==> src/inc/mip_pkg.sv <==
// constants and types for the maskable interrupt priority sequencer
package mip_pkg;
   localparam int          LVL_W        = 3;
   localparam int          NUM_W        = 8;
   localparam int          PC_W         = 20;
   localparam int          ADDR_W       = 12;
   localparam int          LEN_W        = 5;
   localparam logic [2:0]  LVL_OFF      = 3'h0;
   localparam logic [2:0]  LVL_TOP      = 3'h7;
   // register byte addresses
   localparam logic [11:0] ADDR_FLAG    = 12'h000;
   localparam logic [11:0] ADDR_STATUS  = 12'h004;
   localparam logic [11:0] ADDR_INFO    = 12'h008;
   localparam logic [3:0]  SRC_PAGE     = 4'h1;
   // source control fields
   localparam int          SRC_REQ_BIT  = 3;
   // flag word fields
   localparam int          FLG_D_BIT    = 5;
   localparam int          FLG_I_BIT    = 6;
   localparam int          FLG_U_BIT    = 7;
   localparam int          FLG_IPL_LO   = 12;
   localparam logic [15:0] FLG_RESET    = 16'h0000;
   // entry length in cycles
   localparam logic [4:0]  LEN_BASE     = 5'h12;
   localparam logic [4:0]  LEN_BUS8     = 5'h14;
   localparam logic [4:0]  LEN_DBG_ADD  = 5'h02;
   localparam logic [4:0]  LEN_ONE_ADD  = 5'h01;
   localparam int          MAX_WAIT     = 30;
   localparam logic [2:0]  BEATS_WORD   = 3'h2;
   localparam logic [2:0]  BEATS_BYTE   = 3'h4;
   // interrupt numbers
   localparam logic [7:0]  SRC_NUM_BASE = 8'h04;
   localparam logic [7:0]  SWI_U_LO     = 8'h20;
   localparam logic [7:0]  SWI_U_HI     = 8'h3f;
   localparam logic [7:0]  NUM_NMI      = 8'hf8;
   localparam logic [7:0]  NUM_DBG      = 8'hf4;
   localparam logic [7:0]  NUM_WDT      = 8'hf0;
   localparam logic [7:0]  NUM_STEP     = 8'hec;
   localparam logic [7:0]  NUM_AMATCH   = 8'he8;

   typedef enum logic [4:0] {
      S_IDLE = 5'b00001,
      S_INFO = 5'b00010,
      S_PUSH = 5'b00100,
      S_FILL = 5'b01000,
      S_LOAD = 5'b10000
   } mip_state_t;

   typedef enum logic [2:0] {
      K_PERI = 3'h0,
      K_NMI  = 3'h1,
      K_DBG  = 3'h2,
      K_WDT  = 3'h3,
      K_STEP = 3'h4,
      K_AM   = 3'h5,
      K_SWI  = 3'h6
   } mip_kind_t;
endpackage

==> src/rtl/mip_sequencer.sv <==
// interrupt control state and entry sequencer with apb register access
// Behaviour
// - global enable gates all maskable, resets 0
// - hardware sets request, clears on acceptance
// - software writes 0 clears; 1 ignored
// - three-bit level, 0 off, 7 highest
// - accept if enabled, requested, level above ipl
// - ipl 7 blocks every maskable source
// - enable, requests, levels, ipl stored independently
// - rewrite race avoided; hardware set wins
// - prioritise at instruction end, enter next cycle
// - string and accumulate ops suspend for entry
// - entry first reads info, clears request
// - copy flags, clear enable/step/stack, push
// - stack flag kept for software 32..63
// - last step loads accepted level into ipl
// - watchdog/nmi load 7, reset 0, others keep
// - 18/19/20 cycles by parity, 20 on 8-bit
// - debug break +2, step/address match +1
// - wait before entry at most thirty cycles
// - push pc top/flag word, then pc low
// - equal levels resolve by fixed hardware order
// - even sp word pushes, odd sp byte pushes
//
// The APB register port and the address map are this design's own decisions.
`timescale 1ns/1ps
`default_nettype none
module mip_sequencer
   import mip_pkg::*;
#(
   parameter int NSRC = 28
)(
   input  wire logic                  pclk,
   input  wire logic                  presetn,
   input  wire logic                  psel,
   input  wire logic                  penable,
   input  wire logic                  pwrite,
   input  wire logic [mip_pkg::ADDR_W-1:0] paddr,
   input  wire logic [31:0]           pwdata,
   output logic [31:0]                prdata,
   output logic                       pready,
   output logic                       pslverr,
   input  wire logic [NSRC-1:0]       src_req,
   input  wire logic                  core_instr_done,
   input  wire logic                  core_suspendable,
   input  wire logic                  nmi_req,
   input  wire logic                  dbg_req,
   input  wire logic                  wdt_req,
   input  wire logic                  step_req,
   input  wire logic                  amatch_req,
   input  wire logic                  swi_req,
   input  wire logic [mip_pkg::NUM_W-1:0]  swi_num,
   input  wire logic [mip_pkg::PC_W-1:0]   core_pc,
   input  wire logic                  sp_odd,
   input  wire logic                  vec_odd,
   input  wire logic                  bus8,
   output logic                       core_suspend,
   output logic                       entry_start,
   output mip_pkg::mip_kind_t         entry_kind,
   output logic                       entry_busy,
   output logic                       info_rd,
   output logic [mip_pkg::NUM_W-1:0]  info_num,
   output logic [mip_pkg::LVL_W-1:0]  info_lvl,
   output logic                       stk_wr,
   output logic                       stk_byte,
   output logic [15:0]                stk_data,
   output logic                       entry_done,
   output logic [15:0]                flag_word
);
   import mip_pkg::*;

   function automatic logic src_hit(input logic [ADDR_W-1:0] a, input int i);
      src_hit = (a[11:8] == SRC_PAGE) && (a[7:2] == 6'(i));
   endfunction

   mip_state_t             state_r;
   mip_state_t             state_nxt;
   logic [15:0]            flag_r;
   logic [15:0]            flag_tmp_r;
   logic [NSRC-1:0]        req_r;
   logic [LVL_W-1:0]       lvl_r [NSRC];
   logic [NSRC-1:0]        cand;
   logic [NSRC-1:0]        src_wr;
   logic [NSRC-1:0]        src_rd;
   logic [LVL_W-1:0]       best_lvl;
   logic [5:0]             best_idx;
   logic                   best_ok;
   logic [LVL_W-1:0]       processor_priority_level;
   logic                   boundary;
   logic                   any_req;
   logic                   accept;
   mip_kind_t              kind_sel;
   logic [NUM_W-1:0]       num_sel;
   logic [LEN_W-1:0]       extra;
   logic [LEN_W-1:0]       len_sel;
   mip_kind_t              kind_r;
   logic [5:0]             idx_r;
   logic [NUM_W-1:0]       num_r;
   logic [LVL_W-1:0]       newlvl_r;
   logic                   ipl_load_r;
   logic [LEN_W-1:0]       len_r;
   logic [LEN_W-1:0]       cnt_r;
   logic                   byte_r;
   logic [2:0]             beat_r;
   logic [2:0]             nbeats;
   logic [15:0]            w1_r;
   logic [15:0]            pcl_r;
   logic                   wsel;
   logic                   hsel;
   logic [15:0]            word;
   logic [15:0]            push_data;
   logic                   keep_u;
   logic                   wr_acc;
   logic                   rd_setup;
   logic                   hit_flag;
   logic                   hit_stat;
   logic                   hit_info;
   logic                   hit_src;
   logic [31:0]            rd_mux;
   logic [31:0]            src_rd_data;
   logic [31:0]            prdata_r;
   logic                   pslverr_r;
   logic                   start_r;
   logic                   stk_wr_r;
   logic [15:0]            stk_data_r;
   logic [NUM_W-1:0]       info_num_r;
   logic [LVL_W-1:0]       info_lvl_r;

   // apb decode
   assign wr_acc   = psel & penable & pwrite;
   assign rd_setup = psel & ~penable;
   assign hit_flag = (paddr == ADDR_FLAG);
   assign hit_stat = (paddr == ADDR_STATUS);
   assign hit_info = (paddr == ADDR_INFO);
   assign hit_src  = |src_rd;

   // per-source control state
   genvar gi;
   generate
      for (gi = 0; gi < NSRC; gi++)
      begin : g_src
         assign src_rd[gi] = src_hit(paddr, gi);
         assign src_wr[gi] = wr_acc & src_rd[gi];
         // requested, above ipl; global enable applied in any_req
         assign cand[gi] = req_r[gi] && (lvl_r[gi] > processor_priority_level);
         always_ff @(posedge pclk or negedge presetn)
         begin
            if (!presetn)
            begin
               req_r[gi] <= 1'b0;
               lvl_r[gi] <= LVL_OFF;
            end
            else
            begin
               // set wins over any clear
               if (src_req[gi])
                  req_r[gi] <= 1'b1;
               else if (state_r == S_INFO && kind_r == K_PERI && idx_r == 6'(gi))
                  req_r[gi] <= 1'b0;
               else if (src_wr[gi] && !pwdata[SRC_REQ_BIT])
                  req_r[gi] <= 1'b0;
               if (src_wr[gi])
                  lvl_r[gi] <= pwdata[LVL_W-1:0];
            end
         end
      end
   endgenerate

   always_comb
   begin
      src_rd_data = 32'h0000_0000;
      for (int i = 0; i < NSRC; i++)
         if (src_rd[i])
            src_rd_data = {28'h0000000, req_r[i], lvl_r[i]};
   end

   // resolution: highest level, ties to lowest index
   always_comb
   begin
      best_lvl = LVL_OFF;
      best_idx = 6'h00;
      best_ok  = 1'b0;
      for (int i = NSRC - 1; i >= 0; i--)
         if (cand[i] && lvl_r[i] >= best_lvl)
         begin
            best_lvl = lvl_r[i];
            best_idx = 6'(i);
            best_ok  = 1'b1;
         end
   end

   assign processor_priority_level      = flag_r[FLG_IPL_LO +: LVL_W];
   // global enable gates all maskable sources
   assign any_req  = nmi_req | dbg_req | wdt_req | swi_req | step_req | amatch_req
                     | (best_ok & flag_r[FLG_I_BIT]);
   // take at instruction end or mid suspendable op
   assign boundary = core_instr_done | core_suspendable;
   assign accept   = (state_r == S_IDLE) & boundary & any_req;

   // fixed order: nmi, debug, watchdog, peripheral, step, match, software
   assign kind_sel = nmi_req ? K_NMI :
                     dbg_req ? K_DBG :
                     wdt_req ? K_WDT :
                     (best_ok & flag_r[FLG_I_BIT]) ? K_PERI :
                     step_req ? K_STEP :
                     amatch_req ? K_AM : K_SWI;

   assign num_sel = (kind_sel == K_NMI) ? NUM_NMI :
                    (kind_sel == K_DBG) ? NUM_DBG :
                    (kind_sel == K_WDT) ? NUM_WDT :
                    (kind_sel == K_PERI) ? SRC_NUM_BASE + 8'(best_idx) :
                    (kind_sel == K_STEP) ? NUM_STEP :
                    (kind_sel == K_AM) ? NUM_AMATCH : swi_num;

   // sequence length by bus and parity
   assign extra   = (kind_sel == K_DBG) ? LEN_DBG_ADD :
                    (kind_sel == K_STEP || kind_sel == K_AM) ? LEN_ONE_ADD : 5'h00;
   assign len_sel = (bus8 ? LEN_BUS8 : LEN_BASE + 5'(vec_odd) + 5'(sp_odd)) + extra;

   assign keep_u  = (kind_r == K_SWI) && (num_r >= SWI_U_LO) && (num_r <= SWI_U_HI);

   // stack push beats
   assign nbeats    = byte_r ? BEATS_BYTE : BEATS_WORD;
   assign wsel      = byte_r ? beat_r[1] : beat_r[0];
   assign hsel      = byte_r & beat_r[0];
   assign word      = wsel ? pcl_r : w1_r;
   assign push_data = hsel ? {8'h00, word[15:8]} : (byte_r ? {8'h00, word[7:0]} : word);

   always_comb
   begin
      state_nxt = state_r;
      unique case (state_r)
         S_IDLE: if (accept) state_nxt = S_INFO;
         S_INFO: state_nxt = S_PUSH;
         S_PUSH: if (beat_r == nbeats - 3'h1) state_nxt = S_FILL;
         S_FILL: if (cnt_r == len_r - 5'h02) state_nxt = S_LOAD;
         S_LOAD: state_nxt = S_IDLE;
         default: state_nxt = S_IDLE;
      endcase
   end

   always_ff @(posedge pclk or negedge presetn)
   begin
      if (!presetn)
      begin
         state_r <= S_IDLE;
         cnt_r   <= 5'h00;
         beat_r  <= 3'h0;
      end
      else
      begin
         state_r <= state_nxt;
         cnt_r   <= (state_r == S_IDLE) ? 5'h00 : cnt_r + 5'h01;
         beat_r  <= (state_r == S_PUSH) ? beat_r + 3'h1 : 3'h0;
      end
   end

   // capture of the accepted entry
   always_ff @(posedge pclk or negedge presetn)
   begin
      if (!presetn)
      begin
         kind_r     <= K_PERI;
         idx_r      <= 6'h00;
         num_r      <= 8'h00;
         newlvl_r   <= LVL_OFF;
         ipl_load_r <= 1'b0;
         len_r      <= LEN_BASE;
         byte_r     <= 1'b0;
      end
      else if (accept)
      begin
         kind_r     <= kind_sel;
         idx_r      <= best_idx;
         num_r      <= num_sel;
         // nmi/watchdog to 7, others
         newlvl_r   <= (kind_sel == K_PERI) ? best_lvl : LVL_TOP;
         ipl_load_r <= (kind_sel == K_PERI) | (kind_sel == K_NMI) | (kind_sel == K_WDT);
         len_r      <= len_sel;
         byte_r     <= sp_odd;
      end
   end

   // flag word, temporary copy and push words
   always_ff @(posedge pclk or negedge presetn)
   begin
      if (!presetn)
      begin
         flag_r     <= FLG_RESET; // ipl 0, enable 0
         flag_tmp_r <= FLG_RESET;
         w1_r       <= 16'h0000;
         pcl_r      <= 16'h0000;
      end
      else if (state_r == S_INFO)
      begin
         flag_tmp_r <= flag_r;
         w1_r       <= {core_pc[19:16], flag_r[15:12], flag_r[7:0]};
         pcl_r      <= core_pc[15:0];
         flag_r[FLG_I_BIT] <= 1'b0;
         flag_r[FLG_D_BIT] <= 1'b0;
         if (!keep_u)
            flag_r[FLG_U_BIT] <= 1'b0;
      end
      else if (state_r == S_LOAD)
      begin
         if (ipl_load_r)
            flag_r[FLG_IPL_LO +: LVL_W] <= newlvl_r;
      end
      else if (wr_acc && hit_flag)
         flag_r <= pwdata[15:0];
   end

   // entry side outputs
   always_ff @(posedge pclk or negedge presetn)
   begin
      if (!presetn)
      begin
         start_r    <= 1'b0;
         stk_wr_r   <= 1'b0;
         stk_data_r <= 16'h0000;
         info_num_r <= 8'h00;
         info_lvl_r <= LVL_OFF;
      end
      else
      begin
         start_r  <= accept;
         stk_wr_r <= (state_r == S_PUSH);
         if (state_r == S_PUSH)
            stk_data_r <= push_data;
         if (accept)
         begin
            info_num_r <= num_sel;
            info_lvl_r <= (kind_sel == K_PERI) ? best_lvl : LVL_OFF;
         end
      end
   end

   // apb read data and error, set up in the setup cycle
   assign rd_mux = hit_flag ? {16'h0000, flag_r} :
                   hit_stat ? {27'h0000000, kind_r, any_req, entry_busy} :
                   hit_info ? {21'h000000, info_lvl_r, info_num_r} :
                   src_rd_data;

   always_ff @(posedge pclk or negedge presetn)
   begin
      if (!presetn)
      begin
         prdata_r  <= 32'h0000_0000;
         pslverr_r <= 1'b0;
      end
      else if (rd_setup)
      begin
         prdata_r  <= pwrite ? 32'h0000_0000 : rd_mux;
         pslverr_r <= ~(hit_flag | hit_stat | hit_info | hit_src);
      end
   end

   assign prdata       = prdata_r;
   assign pslverr      = pslverr_r & psel & penable;
   assign pready       = 1'b1;
   assign core_suspend = accept & core_suspendable & ~core_instr_done;
   assign entry_start  = start_r;
   assign entry_kind   = kind_r;
   assign entry_busy   = (state_r != S_IDLE);
   assign info_rd      = (state_r == S_INFO);
   assign info_num     = info_num_r;
   assign info_lvl     = info_lvl_r;
   assign stk_wr       = stk_wr_r;
   assign stk_byte     = byte_r;
   assign stk_data     = stk_data_r;
   assign entry_done   = (state_r == S_LOAD);
   assign flag_word    = flag_r;
endmodule
`default_nettype wire

==> config.mk <==
export PLATFORM = sky130hd
export DESIGN_NAME = mip_sequencer
export DESIGN_NICKNAME = d
export VERILOG_FILES = /design/src/inc/mip_pkg.sv /design/src/rtl/mip_sequencer.sv
export SDC_FILE = /design/constraint.sdc
export NUM_CORES = 1
export LEC_CHECK = 0
export BUFFER_PORTS_ARGS = -buffer_cell sky130_fd_sc_hd__clkbuf_2
export CORE_UTILIZATION = 40
export DETAILED_ROUTE_END_ITERATION = 10
export GPL_TIMING_DRIVEN = 1
export MAX_ROUTING_LAYER = met4
export PLACE_DENSITY = 0.64
export SYNTH_ARGS = -nofsm -noshare
export SYNTH_HDL_FRONTEND = slang
export SYNTH_SLANG_ARGS = --single-unit
==> constraint.sdc <==
create_clock -name pclk -period 107.9 [get_ports pclk]
set_clock_uncertainty 0.1 [all_clocks]
set_input_delay 21.58 -clock pclk [delete_from_list [all_inputs] [get_ports pclk]]
set_output_delay 21.58 -clock pclk [all_outputs]
set_load 0.1 [all_outputs]
Word-level counts from Yosys, hierarchy flattened. Cells that the tools add are included.

Flip-flop bits (word level): 254. Latch bits: 0. RAM bits: 0. Bits in read-only memories: 0. Input bits: 116. Output and inout bits: 87. Word-level logic and storage cells: 698. Memories: 0.

$add $sub $neg: 8. $mul: 0. Divide/modulo/power cells: 0. $lt $le $gt $ge: 58. Equal/unequal tests: 77. Shift operators: 0. Multiplexer cells: 234. Bitwise operators: 56. Reductions and logical operators: 187.

Operator list (number): $mux 32 (31); $mux 6 (27); $eq 6x5->1 const B (24); $logic_and 1x1->1 (144); $mux 3 (39); $mux 1 (115); $eq 6x4->1 const B (16); $gt 3x3->1 (28); $reduce_bool 3->1 (28); $ge 3x3->1 (27); $mux 8 (7); $eq 6x3->1 const B (8); $mux 16 (3); $and 1x1->1 (39); $mux 5 (6); $reduce_or 28->1 (1); $eq 6x2->1 const B (4); $pmux 5 s4 (1); $mux 15 (1); $eq 12x3->1 const B (1); $eq 12x4->1 const B (1); $eq 6x1->1 const B (2); $logic_not 12->1 (1); $logic_not 6->1 (2); other kinds (35) (64).

Logic depth before layout (Yosys ltp).
Depth in word-level cells: 97. Mapped depth: 190. Gate-level depth less buffers: 189.

Worst setup path after synthesis. OpenSTA, ideal clock, no wires.

Path type: register to output. From: reg flag_r[13], in the netlist flag_word[13]. To: out core_suspend. Arrival time: 40020 ps. Required time: 86220 ps. Path slack: 46200 ps. Stages on the path, launching flop included: 178. Path buffers: 1. Path through: dfrtp_1 > inv_1 > ha_1 > nor2b_1 > o21ai_0 > a21oi_1 > nand2_1 > ha_1 > nand2_1 > o21ai_1 > nand3_2 > nand3_1 > o21ai_0 > ha_1 > nand2b_1 > o21ai_0 > a211o_1 > a21boi_1 > (+142 left out) > o31ai_1 > ha_1 > nand2b_1 > a21oi_1 > nor2b_1 > o2111ai_1 > o311ai_1 > o21a_1 > ha_1 > nand2b_1 > a21oi_1 > nor2b_1 > o2111ai_1 > nand2_1 > or3_4 > o31a_1 > nor2_1 > nor4b_1.

Cells in the longest elaborated chain, start to end: 90. Elaborated cells between the ends (all ways): 171. Those cells by class: order compare (55); mux (55); bitwise (5); reduce/logical (56).

Ends and longest elaborated chain: start, declared (RTL line mip_sequencer.sv:78) `logic [15:0] flag_r;`; start signal, assigned by index (RTL line mip_sequencer.sv:307) `flag_r[FLG_IPL_LO +: LVL_W] <= newlvl_r;`; start signal, assigned (RTL line mip_sequencer.sv:310) `flag_r <= pwdata[15:0];`; $gt 3x3->1 (RTL line mip_sequencer.sv:145) `assign cand[gi] = req_r[gi] && (lvl_r[gi] > processor_priority_level);`; $logic_and 1x1->1 (RTL line mip_sequencer.sv:145); $logic_and 1x1->1 (RTL line mip_sequencer.sv:184) `if (cand[i] && lvl_r[i] >= best_lvl)`; $mux 3 (RTL line mip_sequencer.sv:184); $ge 3x3->1 (RTL line mip_sequencer.sv:184); $logic_and 1x1->1 (RTL line mip_sequencer.sv:184); $mux 3 (RTL line mip_sequencer.sv:184); $ge 3x3->1 (RTL line mip_sequencer.sv:184); (+73 left out); $mux 3 (RTL line mip_sequencer.sv:184); $ge 3x3->1 (RTL line mip_sequencer.sv:184); $logic_and 1x1->1 (RTL line mip_sequencer.sv:184); $mux 1 (*) (RTL line mip_sequencer.sv:184); $and 1x1->1 (*) (RTL line mip_sequencer.sv:195) `| (best_ok & flag_r[FLG_I_BIT]);`; $or 1x1->1 (*) (RTL line mip_sequencer.sv:195); $and 1x1->1 (*) (RTL line mip_sequencer.sv:198) `assign accept = (state_r == S_IDLE) & boundary & any_req;`; $and 1x1->1 (*) (2 in series) (RTL line mip_sequencer.sv:361) `assign core_suspend = accept & core_suspendable & ~core_instr_done;`; end, declared (RTL line mip_sequencer.sv:57) `output logic core_suspend,`.

Mark *: on every way between the ends. The rest lies on a longest branch, timed or not.

Final worst setup path. Ends and elaborated chain as after synthesis.

==> results by group <==
Run status
  – Status: finished clean

Critical path
  – Slowest stage cell, crit path: a211oi_1
  – Worst reg2reg setup slack: approximately 64 ns
  – Crit path to: core_suspend
  – CP bufs+invs: 9
  – Reg-to-reg startpoint: flag_word[13]
  – Worst path depth: 178
  – Nature of the critical path startpoint: flop
  – Critical Path End Type: primary output
  – Worst-path maximum fanout: 30
  – Worst R2R End: len_r[2]
  – CP startpoint: flag_word[13]
  – Worst r2r path cells: 182
  – Most used cell, CP: ha_1
  – CP delay by family, top: compound AO/OA/AOI/OAI gates
  – Required @ worst endpoint: about 86 ns
  – Max incr delay on CP: 0.74 ns
  – CP arrival: about 44 ns
  – Worst Setup Path Type: reg -> out

Logic synthesis
  – Synthesis Warnings: 0
  – Mapped Area: 0.0172 sq mm
  – Synth Area per Inst: 8.77 sq um
  – Synth area leader: dfrtp_1
  – Most common library cells after synthesis: 278 x nand2_1, 234 x dfrtp_1, 147 x ha_1
  – Syn Inst Count: 1966
  – Post-synth top area share: 34.0%
  – EDFF count, synth: 0
  – Largest cells by area after synthesis: dfrtp_1 34%, ha_1 11%, nand2_1 6.1%
  – Post-synthesis sequential area ratio: 34.3%
  – Count leader, synth: nand2_1
  – Ys flop type: dfrtp_1
  – Post-synth cell types: 90
  – Seq cells post-synth: 236
  – Fraction of registers with async set/reset: 100%

Global route
  – Largest net degree at the start of global routing: 81
  – Initial antenna violation count: 2
  – First-pass GRT wire length: 87800 um
  – Vias in the first global route: about 15000
  – GRT Util Overall: 26.4%
  – Aggregate global routing overflow: 0

Power and ir drop
  – Worst-case vdd ir drop: 0.0282 mV
  – Final Power: 700 uW
  – P_leak: ~9.5 nW
  – Cell Pwr Density: ~36 mW/mm^2

Drt
  – Routed Antenna Nets: 0
  – DRT Wirelength: 57200 um
  – Via/cell ratio: 5.96
  – Drc violations: 0
  – Via count: 16000
  – First drt pass iteration count: 10
  – Drt wl/cell: 21.4 um
  – DR iter-0 viols: 1614

Floorplan
  – Core box area: 0.0422 sq mm
  – Top Ports: approximately 200
  – Row cnt: 75
  – Initial Util: slightly above 40%
  – Die Span Y: 210 um
  – Die area: between 0.04 and 0.05 sq mm
  – Chip Width: 210 um

STA
  – Endpoints failing hold: 0
  – Count of final setup violators: 0
  – Max-slew headroom: around a quarter
  – Setup TNS: 0 ns
  – Period Utilization, post-route: 60.5%
  – RSZ-0062 raised after global routing: false
  – Tightest Pin Transition: 1.09 ns
  – Max Fclk: 15.3 MHz
  – Final slew viol count: 0
  – Min Tclk post-route: 65.30 ns

Clock tree
  – Inserted Clock Buffers: 29
  – Clock buffer depth: 3
  – CTS tree: yes
  – Clock root cell: clkbuf_16
  – Post-CTS Resized: 0
  – Clock latency at the later pin of the worst-skew pair: between 0.5 and 0.6 ns
  – CTS sink cnt: 236
  – Post-CTS Hold Buffers: 0
  – Setup repair bufs after CTS: 0
  – CTS clock-pin slew for the worst setup and hold paths: 0.06 ns
  – H-Tree Depth: 1

Worst hold path
  – HP Start: w1_r[2]
  – Hold Crit Class: reg -> reg

Place
  – GP Congestion: about 0.94
  – Port Buffer Count: 169
  – Placed Area: 0.0186 sq mm
  – Dpl hpwl: 42200 um

Flow run
  – Max Cap Viol: 0

Cells and area
  – Layout area overhead: 14.0%
  – Final Instance Area: 0.0197 sq mm
  – Final #Nets: 2380
  – Share of layout cells above drive strength 1: between 10% and 20%
## layer usage
| metal | part of all wire, % | wire [um] | global-route usage (%) | vias up |
|---|---|---|---|---|
| met5 | 0 | 0 | - | - |
| met4 | 2.5 | 1450 | 6.59 | 0 |
| met3 | 7.9 | 4500 | 4.65 | 124 |
| met2 | 45 | 25900 | 41.1 | 681 |
| met1 | 44 | 25400 | 35.7 | 7757 |
| li1 | - | - | - | 7403 |
## worst min-delay path, delay by kind of cell (launching register included)
| kind | cells | cell delay [ns] |
|---|---|---|
| flops | 1 | 0.34 |
| simple gates | 2 | 0.10 |
## logic make-up (layout without fill, tap and decap cells)
group | Yosys count | in the layout | share of synthesized area [%]
adders and majority gates | 155 | 155 | 11.2
AOI/OAI and AO/OA | 524 | 524 | 20.0
xor gates and xnor gates | 13 | 13 | 0.660
DFF | 236 | 236 | 34.3
and+or+nand+nor | 700 | 700 | 19.2
muxes | 140 | 140 | 9.81
other | 2 | 19 | 0.0436
buffers and inverters | 196 | 354 | 4.74
## cell type report
class | instances | area [sq um]
Antenna cell | 2 | 5.00
Clock buffer | 35 | 788
Clock inverter | 19 | 297
Fill cell | 4049 | 22600
Inverter | 116 | 435
Multi-Input combinational cell | 1549 | 10600
Sequential cell | 236 | 5910
Tap cell | 539 | 674
Timing Repair Buffer | 184 | 968
## where the power goes
group / internal [mW] / switching (mW) / total (mW)
clock network: 0.0689 / 0.0420 / 0.111
registers: 0.0997 / 0.0123 / 0.112
logic: 0.187 / 0.291 / 0.477
total: 0.355 / 0.345 / 0.700
## how the worst min path moves through the flow
stage	to	depth (start not counted)	slack [ns]
3_3_place_gp	pcl_r[5]	2	0.36
6_report	w1_r[2]	2	0.37
2_1_floorplan	pcl_r[0]	2	0.34
4_1_cts	w1_r[2]	2	0.38
3_5_place_dp	w1_r[2]	2	0.36
5_1_grt	w1_r[7]	2	0.40
## state kept, by name (all words and copies together), names as in the netlist, 8 cells and up
| register | cells |
|---|---|
| info_num | 8 |
| flag_word | 16 |
| lvl_r | 84 |
| req_r | 28 |
| w1_r | 16 |
| prdata | 16 |
| stk_data | 16 |
| pcl_r | 16 |
## cells in the final DEF (no fill, tap or decap), types with 15 or more instances in the layout
cell type	instances
buf_4	15
nand3_1	58
and3_1	15
a22oi_1	15
nor2_1	117
o211ai_1	16
clkbuf_16	29
o21a_1	16
nor2b_1	41
o21ai_0	139
dfrtp_1	234
inv_1	115
mux2_2	87
or3_1	19
mux2i_1	38
nor3_1	47
a31oi_1	22
o31ai_1	24
a21o_1	35
conb_1	17
nand2_1	278
clkbuf_2	168
nand2b_1	37
a21oi_1	116
and2_1	25
ha_1	147
or2_2	19
## through the flow
stage	setup slack [ns]	hold WS (ns)	cells	utilization, %
after floorplan	46.20	0.341	1981	-
after global placement	44.64	0.357	2624	44.0
after detailed placement	44.02	0.363	2624	44.0
after CTS	43.20	0.378	2678	46.5
after global routing	39.69	0.398	2680	46.5
final	42.60	0.373	2680	46.5
Power figures use the tool's default switching activity.
